==> src/pkg/tepc_params.svh <==
`ifndef TEPC_PARAMS_SVH
`define TEPC_PARAMS_SVH

// register byte offsets
`define TEPC_OFF_CTRL      32'h0000_0000
`define TEPC_OFF_STATUS    32'h0000_0004
`define TEPC_OFF_CHANNEL   32'h0000_0008
`define TEPC_OFF_INTSTAT   32'h0000_000c
`define TEPC_OFF_INTMASK   32'h0000_0010
`define TEPC_ADDR_MASK     32'h0000_00fc

// control fields
`define TEPC_CTRL_CORR     0
`define TEPC_CTRL_LDSEL    1

// status fields
`define TEPC_ST_CLEAR      9
`define TEPC_ST_BUSY       10
`define TEPC_ST_OK         11

// interrupt fields
`define TEPC_INT_PARITY    0
`define TEPC_INT_LRC       1
`define TEPC_INT_FOUND     2
`define TEPC_INT_UNCORR    3
`define TEPC_INT_OK        4
`define TEPC_INT_W         5

// values
`define TEPC_STAGES        9
`define TEPC_CRC_GOOD      9'h01d7
`define TEPC_PAT_ZERO      9'h0000
`define TEPC_MARK_FIRST    9'h0001
`define TEPC_CNT_MAX       4'h8
`define TEPC_CNT_ZERO      4'h0
`define TEPC_RESP_OKAY     2'h0
`define TEPC_RESP_SLVERR   2'h2
`define TEPC_WORD_ZERO     32'h0000_0000
`define TEPC_INT_ZERO      5'h00

`endif

==> src/pkg/tepc_pkg.sv <==
package tepc_pkg;
  typedef logic [8:0] tepc_stage_type;
  typedef enum logic [1:0] {CMP_IDLE, CMP_CHECK, CMP_SEARCH} tepc_cmp_type;
endpackage : tepc_pkg

==> src/logic/tepc_check.sv <==
// Summary of operation
// - reverse read, not file mark: fault at last gap when count not odd
// - longitudinal character never parity checked in fault detector
// - nine-stage pattern register: syndrome, track byte, longitudinal check
// - set-correction order loads track byte from host data lines
// - xor-load control: each clock xors every stage with its input
// - shift control equals read phase one with correction clear
// - controller clear zeroes stages only when correction clear
// - uncorrected clock: store strobe fall, shift, phase one, no lrc
// - stage nine takes fault xor previous stage eight
// - stage nine set: stage one sets, stages four-seven complement
// - stage nine clear: plain one-stage shift
// - forward-read crc parity mismatch enters register; lrc never shifts it in, only clear, track-byte load or write-phase xor change it
// - record good when crc is 111010111 and pattern all zero
// - on mismatch shift crc until match, at most eight shifts, then uncorrectable; marker names failing channel
// - bus bits gated by inverse of load select
// - gated ones toggle stages at write-phase character present
// - record end with xor-load control: all clear flag if zero, else lrc error
//
// The implementer's own choices: the AXI4-Lite interface to the registers and the placing of the registers.
`timescale 1ns/10ps
`include "tepc_params.svh"

module tepc_check (
  input  wire logic                    clk,
  input  wire logic                    nrst,
  input  wire logic                    s_axi_awvalid,
  output logic                         s_axi_awready,
  input  wire logic [31:0]             s_axi_awaddr,
  input  wire logic                    s_axi_wvalid,
  output logic                         s_axi_wready,
  input  wire logic [31:0]             s_axi_wdata,
  input  wire logic [3:0]              s_axi_wstrb,
  output logic                         s_axi_bvalid,
  input  wire logic                    s_axi_bready,
  output logic [1:0]                   s_axi_bresp,
  input  wire logic                    s_axi_arvalid,
  output logic                         s_axi_arready,
  input  wire logic [31:0]             s_axi_araddr,
  output logic                         s_axi_rvalid,
  input  wire logic                    s_axi_rready,
  output logic [31:0]                  s_axi_rdata,
  output logic [1:0]                   s_axi_rresp,
  input  wire tepc_pkg::tepc_stage_type readRegBits,
  input  wire tepc_pkg::tepc_stage_type correctedBusBit,
  input  wire tepc_pkg::tepc_stage_type hostDataLine,
  input  wire tepc_pkg::tepc_stage_type crcValue,
  input  wire logic                    setCorrection,
  input  wire logic                    charPresentFlag,
  input  wire logic                    storeStrobe,
  input  wire logic                    shiftFlag,
  input  wire logic                    readPhaseOne,
  input  wire logic                    readPhaseTwo,
  input  wire logic                    writePhaseOne,
  input  wire logic                    crcCharTime,
  input  wire logic                    lrcCharTime,
  input  wire logic                    lastGapTime,
  input  wire logic                    reverseDir,
  input  wire logic                    noFileMarker,
  input  wire logic                    oddCount,
  input  wire logic                    controllerClear,
  input  wire logic                    compareStart,
  input  wire logic                    recordEnd,
  output logic                         parityFault,
  output logic                         patternShiftCtl,
  output logic                         xorLoadCtl,
  output logic                         patternAllClear,
  output logic                         lrcError,
  output logic                         irq
);
  import tepc_pkg::*;

  logic           correctionModeFlag;
  logic           loadSel;
  logic           awHeld;
  logic           wHeld;
  logic [31:0]    awAddr;
  logic [31:0]    wData;
  logic [3:0]     wStrb;
  logic [4:0]     intStatus;
  logic [4:0]     intMask;
  logic [4:0]     next_events;
  logic           prevStrobe;
  logic           prevCharPresent;
  logic           faultNow;
  logic           shiftNow;
  logic           xorNow;
  logic           clockUncorr;
  logic           clockWrite;
  logic           recordOk;
  logic           cmpFound;
  logic           cmpUncorr;
  logic [3:0]     cmpCount;
  tepc_cmp_type   cmpState;
  tepc_stage_type crcShadow;
  tepc_stage_type marker;
  tepc_stage_type failChannel;
  tepc_stage_type pattern;
  tepc_stage_type gatedBusBit;

  function automatic logic hit(input logic [31:0] addr, input logic [31:0] off);
    hit = ((addr & `TEPC_ADDR_MASK) == off);
  endfunction : hit

  function automatic logic mapped(input logic [31:0] addr);
    mapped = hit(addr, `TEPC_OFF_CTRL) || hit(addr, `TEPC_OFF_STATUS) ||
             hit(addr, `TEPC_OFF_CHANNEL) || hit(addr, `TEPC_OFF_INTSTAT) ||
             hit(addr, `TEPC_OFF_INTMASK);
  endfunction : mapped

  // fault detector and controls
  always_comb begin
    faultNow = 1'b0;
    if (readPhaseTwo && charPresentFlag && !(^readRegBits) && !crcCharTime && !lrcCharTime)
      faultNow = 1'b1;
    if (readPhaseTwo && charPresentFlag && crcCharTime && !reverseDir && !lrcCharTime &&
        (oddCount == (^readRegBits)))
      faultNow = 1'b1;
    if (lastGapTime && reverseDir && readPhaseTwo && noFileMarker && !oddCount)
      faultNow = 1'b1;
  end

  assign shiftNow    = readPhaseOne && !correctionModeFlag;
  assign xorNow      = writePhaseOne && !readPhaseOne;
  assign clockUncorr = prevStrobe && !storeStrobe && shiftFlag && shiftNow && !lrcCharTime;
  assign clockWrite  = xorNow && charPresentFlag && !prevCharPresent;
  assign gatedBusBit = correctedBusBit & {`TEPC_STAGES{!loadSel}};

  always_ff @(posedge clk or negedge nrst) begin
    if (!nrst) begin
      prevStrobe      <= 1'b0;
      prevCharPresent <= 1'b0;
    end else begin
      prevStrobe      <= storeStrobe;
      prevCharPresent <= charPresentFlag;
    end
  end

  tepc_pattern_reg u_pattern (
    .clk      (clk),
    .nrst     (nrst),
    .clearEn  (controllerClear && !correctionModeFlag),
    .loadEn   (setCorrection),
    .loadData (hostDataLine),
    .xorEn    (clockWrite),
    .xorData  (gatedBusBit),
    .shiftEn  (clockUncorr),
    .faultIn  (faultNow),
    .pattern  (pattern)
  );

  always_ff @(posedge clk or negedge nrst) begin
    if (!nrst) begin
      parityFault     <= 1'b0;
      patternShiftCtl <= 1'b0;
      xorLoadCtl      <= 1'b0;
    end else begin
      parityFault     <= faultNow;
      patternShiftCtl <= shiftNow;
      xorLoadCtl      <= xorNow;
    end
  end

  always_ff @(posedge clk or negedge nrst) begin
    if (!nrst) begin
      patternAllClear <= 1'b0;
      lrcError        <= 1'b0;
    end else if (controllerClear) begin
      patternAllClear <= 1'b0;
      lrcError        <= 1'b0;
    end else if (recordEnd && xorNow) begin
      patternAllClear <= (pattern == `TEPC_PAT_ZERO);
      lrcError        <= (pattern != `TEPC_PAT_ZERO);
    end
  end

  // crc comparison sequencer
  always_ff @(posedge clk or negedge nrst) begin
    if (!nrst) begin
      cmpState    <= CMP_IDLE;
      crcShadow   <= `TEPC_PAT_ZERO;
      marker      <= `TEPC_PAT_ZERO;
      failChannel <= `TEPC_PAT_ZERO;
      cmpCount    <= `TEPC_CNT_ZERO;
      recordOk    <= 1'b0;
      cmpFound    <= 1'b0;
      cmpUncorr   <= 1'b0;
    end else begin
      recordOk  <= 1'b0;
      cmpFound  <= 1'b0;
      cmpUncorr <= 1'b0;
      case (cmpState)
        CMP_IDLE: begin
          if (compareStart) begin
            crcShadow <= crcValue;
            marker    <= `TEPC_MARK_FIRST;
            cmpCount  <= `TEPC_CNT_ZERO;
            cmpState  <= CMP_CHECK;
          end
        end
        CMP_CHECK: begin
          if (crcShadow == `TEPC_CRC_GOOD && pattern == `TEPC_PAT_ZERO) begin
            recordOk    <= 1'b1;
            failChannel <= `TEPC_PAT_ZERO;
            cmpState    <= CMP_IDLE;
          end else begin
            cmpState <= CMP_SEARCH;
          end
        end
        CMP_SEARCH: begin
          if (crcShadow == pattern) begin
            cmpFound    <= 1'b1;
            failChannel <= marker;
            cmpState    <= CMP_IDLE;
          end else if (cmpCount == `TEPC_CNT_MAX) begin
            cmpUncorr   <= 1'b1;
            failChannel <= `TEPC_PAT_ZERO;
            cmpState    <= CMP_IDLE;
          end else begin
            crcShadow <= {crcShadow[7:0], crcShadow[8]};
            marker    <= {marker[7:0], 1'b0};
            cmpCount  <= cmpCount + 4'h1;
          end
        end
        default: cmpState <= CMP_IDLE;
      endcase
    end
  end

  // write channel
  always_ff @(posedge clk or negedge nrst) begin
    if (!nrst) begin
      s_axi_awready <= 1'b1;
      s_axi_wready  <= 1'b1;
      s_axi_bvalid  <= 1'b0;
      s_axi_bresp   <= `TEPC_RESP_OKAY;
      awHeld        <= 1'b0;
      wHeld         <= 1'b0;
      awAddr        <= `TEPC_WORD_ZERO;
      wData         <= `TEPC_WORD_ZERO;
      wStrb         <= 4'h0;
    end else begin
      if (s_axi_awvalid && s_axi_awready) begin
        awHeld        <= 1'b1;
        awAddr        <= s_axi_awaddr;
        s_axi_awready <= 1'b0;
      end
      if (s_axi_wvalid && s_axi_wready) begin
        wHeld        <= 1'b1;
        wData        <= s_axi_wdata;
        wStrb        <= s_axi_wstrb;
        s_axi_wready <= 1'b0;
      end
      if (awHeld && wHeld && !s_axi_bvalid) begin
        s_axi_bvalid <= 1'b1;
        s_axi_bresp  <= mapped(awAddr) ? `TEPC_RESP_OKAY : `TEPC_RESP_SLVERR;
        awHeld       <= 1'b0;
        wHeld        <= 1'b0;
      end
      if (s_axi_bvalid && s_axi_bready) begin
        s_axi_bvalid  <= 1'b0;
        s_axi_awready <= 1'b1;
        s_axi_wready  <= 1'b1;
      end
    end
  end

  wire doWrite = awHeld && wHeld && !s_axi_bvalid;

  always_ff @(posedge clk or negedge nrst) begin
    if (!nrst) begin
      correctionModeFlag <= 1'b0;
      loadSel            <= 1'b0;
      intMask            <= `TEPC_INT_ZERO;
    end else if (doWrite && wStrb[0]) begin
      if (hit(awAddr, `TEPC_OFF_CTRL)) begin
        correctionModeFlag <= wData[`TEPC_CTRL_CORR];
        loadSel            <= wData[`TEPC_CTRL_LDSEL];
      end else if (hit(awAddr, `TEPC_OFF_INTMASK)) begin
        intMask <= wData[4:0];
      end
    end
  end

  // sticky events, set wins over clear
  assign next_events = {recordOk, cmpUncorr, cmpFound,
                        recordEnd && xorNow && (pattern != `TEPC_PAT_ZERO), faultNow};

  always_ff @(posedge clk or negedge nrst) begin
    if (!nrst) begin
      intStatus <= `TEPC_INT_ZERO;
    end else if (doWrite && wStrb[0] && hit(awAddr, `TEPC_OFF_INTSTAT)) begin
      intStatus <= (intStatus & ~wData[4:0]) | next_events;
    end else begin
      intStatus <= intStatus | next_events;
    end
  end

  always_ff @(posedge clk or negedge nrst) begin
    if (!nrst) begin
      irq <= 1'b0;
    end else begin
      irq <= |(intStatus & intMask);
    end
  end

  // read channel
  always_ff @(posedge clk or negedge nrst) begin
    if (!nrst) begin
      s_axi_arready <= 1'b1;
      s_axi_rvalid  <= 1'b0;
      s_axi_rdata   <= `TEPC_WORD_ZERO;
      s_axi_rresp   <= `TEPC_RESP_OKAY;
    end else if (s_axi_arvalid && s_axi_arready) begin
      s_axi_arready <= 1'b0;
      s_axi_rvalid  <= 1'b1;
      s_axi_rresp   <= `TEPC_RESP_OKAY;
      s_axi_rdata   <= `TEPC_WORD_ZERO;
      if (hit(s_axi_araddr, `TEPC_OFF_CTRL)) begin
        s_axi_rdata[`TEPC_CTRL_CORR]  <= correctionModeFlag;
        s_axi_rdata[`TEPC_CTRL_LDSEL] <= loadSel;
      end else if (hit(s_axi_araddr, `TEPC_OFF_STATUS)) begin
        s_axi_rdata[8:0]              <= pattern;
        s_axi_rdata[`TEPC_ST_CLEAR]   <= patternAllClear;
        s_axi_rdata[`TEPC_ST_BUSY]    <= (cmpState != CMP_IDLE);
        s_axi_rdata[`TEPC_ST_OK]      <= (pattern == `TEPC_PAT_ZERO);
      end else if (hit(s_axi_araddr, `TEPC_OFF_CHANNEL)) begin
        s_axi_rdata[8:0] <= failChannel;
      end else if (hit(s_axi_araddr, `TEPC_OFF_INTSTAT)) begin
        s_axi_rdata[4:0] <= intStatus;
      end else if (hit(s_axi_araddr, `TEPC_OFF_INTMASK)) begin
        s_axi_rdata[4:0] <= intMask;
      end else begin
        s_axi_rresp <= `TEPC_RESP_SLVERR;
      end
    end else if (s_axi_rvalid && s_axi_rready) begin
      s_axi_rvalid  <= 1'b0;
      s_axi_arready <= 1'b1;
    end
  end
endmodule : tepc_check

==> src/logic/tepc_pattern_reg.sv <==
`timescale 1ns/10ps
`include "tepc_params.svh"

module tepc_pattern_reg (
  input  wire logic                    clk,
  input  wire logic                    nrst,
  input  wire logic                    clearEn,
  input  wire logic                    loadEn,
  input  wire tepc_pkg::tepc_stage_type loadData,
  input  wire logic                    xorEn,
  input  wire tepc_pkg::tepc_stage_type xorData,
  input  wire logic                    shiftEn,
  input  wire logic                    faultIn,
  output tepc_pkg::tepc_stage_type      pattern
);
  import tepc_pkg::*;

  tepc_stage_type next_shift;

  always_comb begin
    next_shift    = pattern;
    next_shift[0] = pattern[8];
    next_shift[1] = pattern[0];
    next_shift[2] = pattern[1];
    next_shift[3] = pattern[2] ^ pattern[8];
    next_shift[4] = pattern[3] ^ pattern[8];
    next_shift[5] = pattern[4] ^ pattern[8];
    next_shift[6] = pattern[5] ^ pattern[8];
    next_shift[7] = pattern[6];
    next_shift[8] = faultIn ^ pattern[7];
  end

  always_ff @(posedge clk or negedge nrst) begin
    if (!nrst) begin
      pattern <= `TEPC_PAT_ZERO;
    end else if (clearEn) begin
      pattern <= `TEPC_PAT_ZERO;
    end else if (loadEn) begin
      pattern <= loadData;
    end else if (xorEn) begin
      pattern <= pattern ^ xorData;
    end else if (shiftEn) begin
      pattern <= next_shift;
    end
  end
endmodule : tepc_pattern_reg

==> config.mk <==
export PLATFORM = sky130hd
export DESIGN_NAME = tepc_check
export DESIGN_NICKNAME = d
export VERILOG_FILES = /design/src/pkg/tepc_pkg.sv /design/src/logic/tepc_check.sv /design/src/logic/tepc_pattern_reg.sv
export VERILOG_INCLUDE_DIRS = /design/src /design/src/pkg
export SDC_FILE = /design/constraint.sdc
export NUM_CORES = 1
export LEC_CHECK = 0
export BUFFER_PORTS_ARGS = -buffer_cell sky130_fd_sc_hd__buf_2
export CORE_UTILIZATION = 52
export CTS_CLUSTER_SIZE = 16
export DETAILED_ROUTE_END_ITERATION = 6
export PLACE_DENSITY = 0.86
export SLEW_MARGIN = 20
export SYNTH_ARGS = -nofsm -noshare
export SYNTH_HDL_FRONTEND = slang
export SYNTH_SLANG_ARGS = --single-unit
export TNS_END_PERCENT = 1
==> constraint.sdc <==
create_clock -name clk -period 2.9 [get_ports clk]
set_input_delay 0 -clock clk [delete_from_list [all_inputs] [get_ports clk]]
set_output_delay 0 -clock clk [all_outputs]
set_load 0.01 [all_outputs]
-- Word level (Yosys, flattened, before mapping)
Cells that the tools add are included.
- flip-flop bits (word level): 102
- logic and storage cells: 206
- reductions and logical operators: 71
- add/sub/neg operators: 1
- muxes and demuxes: 68
- equal/unequal tests: 19
- bitwise logic cells: 13
- operators by type and width (cell ; count):
    $mux 9 ; 14
    $logic_not 32->1 ; 2
    $pmux 9 s2 ; 3
    $logic_and 1x1->1 ; 33
    $mux 1 ; 28
    $eq 6x2->1 const B ; 4
    $mux 2 ; 11
    $mux 5 ; 4
    $reduce_bool 2->1 ; 10
    $mux 4 ; 4
    $eq 6x1->1 const B ; 2
    $eq 6x3->1 const B ; 2
    $logic_not 1->1 ; 11
    $and 5x5->5 ; 2
    $mux 10 ; 1
    $or 5x5->5 ; 2
    $and 9x9->9 ; 1
    $eq 9x9->1 ; 1
    $eq 9x9->1 const B ; 1
    $logic_not 9->1 ; 1
    $reduce_bool 9->1 ; 1
    $reduce_xor 9->1 ; 1
    $xor 9x9->9 ; 1
    $ne 2x2->1 const B ; 4
    19 further kinds ; 28

-- Logic depth before layout (Yosys ltp)
- depth after elaboration: 13
- gate-level depth with buffers: 10

-- Cells and area by module
From an unflattened synthesis, not the netlist that was laid out.
- cells, all modules: 499
- area, all modules: 5149.9 µm²
- by module, submodules not included (module ; area an instance (µm²) ; seq. area each (µm²) ; instances ; cells an instance):
    tepc_check ; 4400.5 ; 2230.9 ; 1 ; 425
    tepc_pattern_reg ; 749.5 ; 225.2 ; 1 ; 74

-- Worst setup path before layout
No wires, ideal clock.
- path kind: register -> register
- from: register u_pattern.pattern[8]
- to: register failChannel[0]
- setup slack: 1080 ps
- data required time: 2779 ps
- arrival time: 1699 ps
- stages on the path, launching flop included: 8
- cell sequence: dfrtp_1 > buf_6 > nor4_1 > nand3_1 > nor4_1 > and3b_1 > o21ai_2 > a22o_1
- word-level cells in the longest chain between the ends: 4
- ends and longest elaborated chain (item ; RTL line ; text):
    from (decl) ; tepc_pattern_reg.sv:14 ; output tepc_pkg::tepc_stage_type pattern
    from (signal assigned) ; tepc_pattern_reg.sv:35 ; pattern <= `TEPC_PAT_ZERO;
    from (signal assigned) ; tepc_pattern_reg.sv:37 ; pattern <= `TEPC_PAT_ZERO;
    from (signal assigned) ; tepc_pattern_reg.sv:39 ; pattern <= loadData;
    $logic_not 9->1 (no source line) ; - ;
    $logic_and 1x1->1 (no source line) ; - ;
    $ne 2x2->1 (no source line) ; - ;
    $reduce_and 3->1 (no source line) ; - ;
    to (signal assigned) ; tepc_check.sv:183 ; failChannel <= `TEPC_PAT_ZERO;
    to (signal assigned) ; tepc_check.sv:204 ; failChannel <= `TEPC_PAT_ZERO;
    to (signal assigned) ; tepc_check.sv:213 ; failChannel <= marker;
    to (decl) ; tepc_check.sv:97 ; tepc_stage_type failChannel;
Several ways; a longest one is shown, not always the timed one.
A chain may end at the register's enable or synchronous reset.

-- Final worst setup path
- from: register u_pattern.pattern[4]
- to: register failChannel[2]
The elaborated chain is that of the path after synthesis.

==> metrics <==
first-pass GRT wire length=18,900 um; Post-synth EDFFs=0; final cell count without fillers=743; worst r2r dst=failChannel[2]; largest family of logic cells by synthesized area=simple AND/OR/NAND/NOR gates; outcome=completed; Mapped Cells=487; final wirelength=11,400 um; static leakage=2.88 nW; Hold Vio Cnt, Final=0; Worst R2R Path Depth=6; Reg-to-Reg Start=u_pattern.pattern[4]; root cell of the clock tree=clkbuf_8; Layout area overhead=24.0%; worst-path fanout max=9; clock latency at the later pin of the worst-skew pair=370 ps; Starting Density=54.8%; H-tree depth reported by CTS=3; RSZ-0062 raised after global routing=no; # rows=34; number of DRC markers in iteration 0=204; Post-Syn Area=0.00487 sq mm; Endpoint, Worst Hold=u_pattern.pattern[8]; Die ar.=0.00977 sq mm; Final ANT Viol Nets=0; antenna cells=0; Rel. slew slack=35.9%; fraction of the yosys area taken by sequential cells=50.4%; Num Clock Sinks=98; simple-gate share of the synthesized area=15.5%; # port buffers=101; total CTS buffers=9; Synth Area in Adders=0.513%; CTS max path bufs=2; worst hold stages=4; WS Path Type=flip-flop to flip-flop; Post-CTS Hold Fix Bufs=48; critical path startpoint category=flip-flop; post-CTS sizing=0; Async SR Flop Fraction=100%; fillers=663; most used flip-flop cell after synthesis=dfrtp_1; Final nets=791; CTS tree=done; multiplexer area fraction after synthesis=7.70%; drt first pass iters=6; worst min path class=input pin to flip-flop; Final Slew Violations=0; share of cells above drive strength 1=23.8%; GP Congestion=0.828; die width=98.8 um; min cycle time layout=2320 ps; mean post-synth cell area=10.0 sq um; post-DR vias/cell=5.48; Max-cap violations=0; gr ovfl total=0; Final Cycle Share=80.1%; distinct cell type count after synthesis=47; area leader, netlist=dfrtp_1; worst path required time=3150 ps; clock skew=12.9 ps; Total GRT Usage=24.8%; yosys warns=0; largest net degree at the start of global routing=65; DIE HEIGHT=98.8 um; vias in the first global route=4,030; DR DRC count=0; placed cell count=679; DP Wirelength=8230 um; Worst Min Path Start=hostDataLine[8]; Synth Area in XOR/XNOR=5.67%; Yosys top cell area share=48.8%; Post-CTS Setup Bufs=0; most frequent cells in the layout=100 x buf_2, 95 x dfrtp_1, 79 x nand2_1, 48 x dlygate4sd3_1, 39 x o21ai_0; Final Setup Violations=0; top post-synthesis cells by area=dfrtp_1 49%, nand2_1 6.1%, mux2_2 4.6%; I/O pin cnt=206; post-synthesis compound-gate area fraction=13.6%; PwrDens=671 mW/mm^2; commonest non-fill, non-tap cell in the layout=buf_2; Yosys reg bits=98; area of the core=0.00889 sq mm; Fmax=430 MHz; clock-pin slew on the worst setup and hold paths=100 ps; WL/cell=15.4 um; Setup crit end kind=flip-flop; vias=4,074; initial antenna violation count=0; Least-Margin Pin Slew=953 ps; flop-to-flop setup slack=580 ps; VDD IR max=419 uV; Worst Path Arrival=2580 ps; Setup TNS Final=0 ps
-- through the flow --
stage | total power [mW] | hold WS (ps) | instance area (sq um) | setup slack [ps] | utilization, %
finish | 4.05 | 41.4 | 6050 | 577 | 68.0
detailed placement | 3.16 | 130 | 5370 | 598 | 60.4
global placement | 3.08 | 128 | 5370 | 680 | 60.4
floorplan | 2.81 | -296 | 4950 | 1080 | -
global route | 4.31 | 71.8 | 6050 | 447 | 68.0
CTS | 4.08 | 25.5 | 6050 | 569 | 68.0
-- worst max-delay path, cell delays in order (launching register included) --
cell and delay (ps):
dfrtp_1 510, nor4_1 270, nand3_1 270, nor4_1 480
and3b_1 280, o21ai_2 160, a22o_1 240
-- Yosys cell counts, types with 5 or more instances --
master	instances
a211oi_1	8
a21o_1	5
a21oi_1	20
a222oi_1	6
a22o_1	9
buf_4	23
clkbuf_1	17
dfrtp_1	95
inv_1	9
mux2_2	20
mux2i_1	15
nand2_1	79
nand2b_1	8
nand3_1	5
nor2_1	24
nor2b_1	15
nor3_1	9
nor4_1	6
o21ai_0	39
o31ai_1	8
xnor2_1	23
xor2_1	6
-- metal layers --
layer	vias up	wire length (um)	global-route usage, %
li1	1933	-	-
met1	1956	4860	31.9
met2	164	5590	41.9
met3	21	769	5.32
met4	0	213	8.61
met5	-	0	0
-- state kept, by name, indices dropped and copies added (netlist names), 6 cells and up --
name / count
awAddr: 6
s_axi_rdata: 12
failChannel: 9
crcShadow: 9
u_pattern.pattern: 9
marker: 9
-- worst max-delay path by stage --
| stage | start | end | slack, ps | cells after the start |
|---|---|---|---|---|
| 2_1_floorplan | u_pattern.pattern[8] | failChannel[0] | 1080 | 7 |
| 3_3_place_gp | u_pattern.pattern[8] | failChannel[7] | 680 | 6 |
| 3_5_place_dp | u_pattern.pattern[8] | failChannel[2] | 600 | 6 |
| 4_1_cts | u_pattern.pattern[4] | failChannel[2] | 570 | 6 |
| 5_1_grt | u_pattern.pattern[4] | failChannel[4] | 450 | 6 |
| 6_report | u_pattern.pattern[4] | failChannel[2] | 580 | 6 |
-- cell type report --
| class | count | area [sq um] | area share (%) |
|---|---|---|---|
| sequential | 98 | 2460 | 40.6 |
| multi-input combinational | 355 | 2180 | 36.0 |
| timing repair buffer | 157 | 1050 | 17.3 |
| tap | 108 | 135 | 2.24 |
| clock buffer | 9 | 124 | 2.05 |
| clock inverter | 7 | 70.1 | 1.16 |
| inverter | 9 | 33.8 | 0.559 |
-- report_power, final --
group	internal, mW	switching (mW)	total, mW
clock	0.336	0.512	0.847
sequential	1.69	0.348	2.04
combinational	0.578	0.592	1.17
-- logic make-up after synthesis --
| kind of cell | count (synthesis) |
|---|---|
| other | 1 |
| buffers and inverters | 55 |
| muxes | 35 |
| AOI/OAI and AO/OA | 104 |
| and+or+nand+nor | 162 |
| adders and majority gates | 2 |
| DFF | 98 |
| xor gates and xnor gates | 30 |
(Power assumes the default switching activity.)
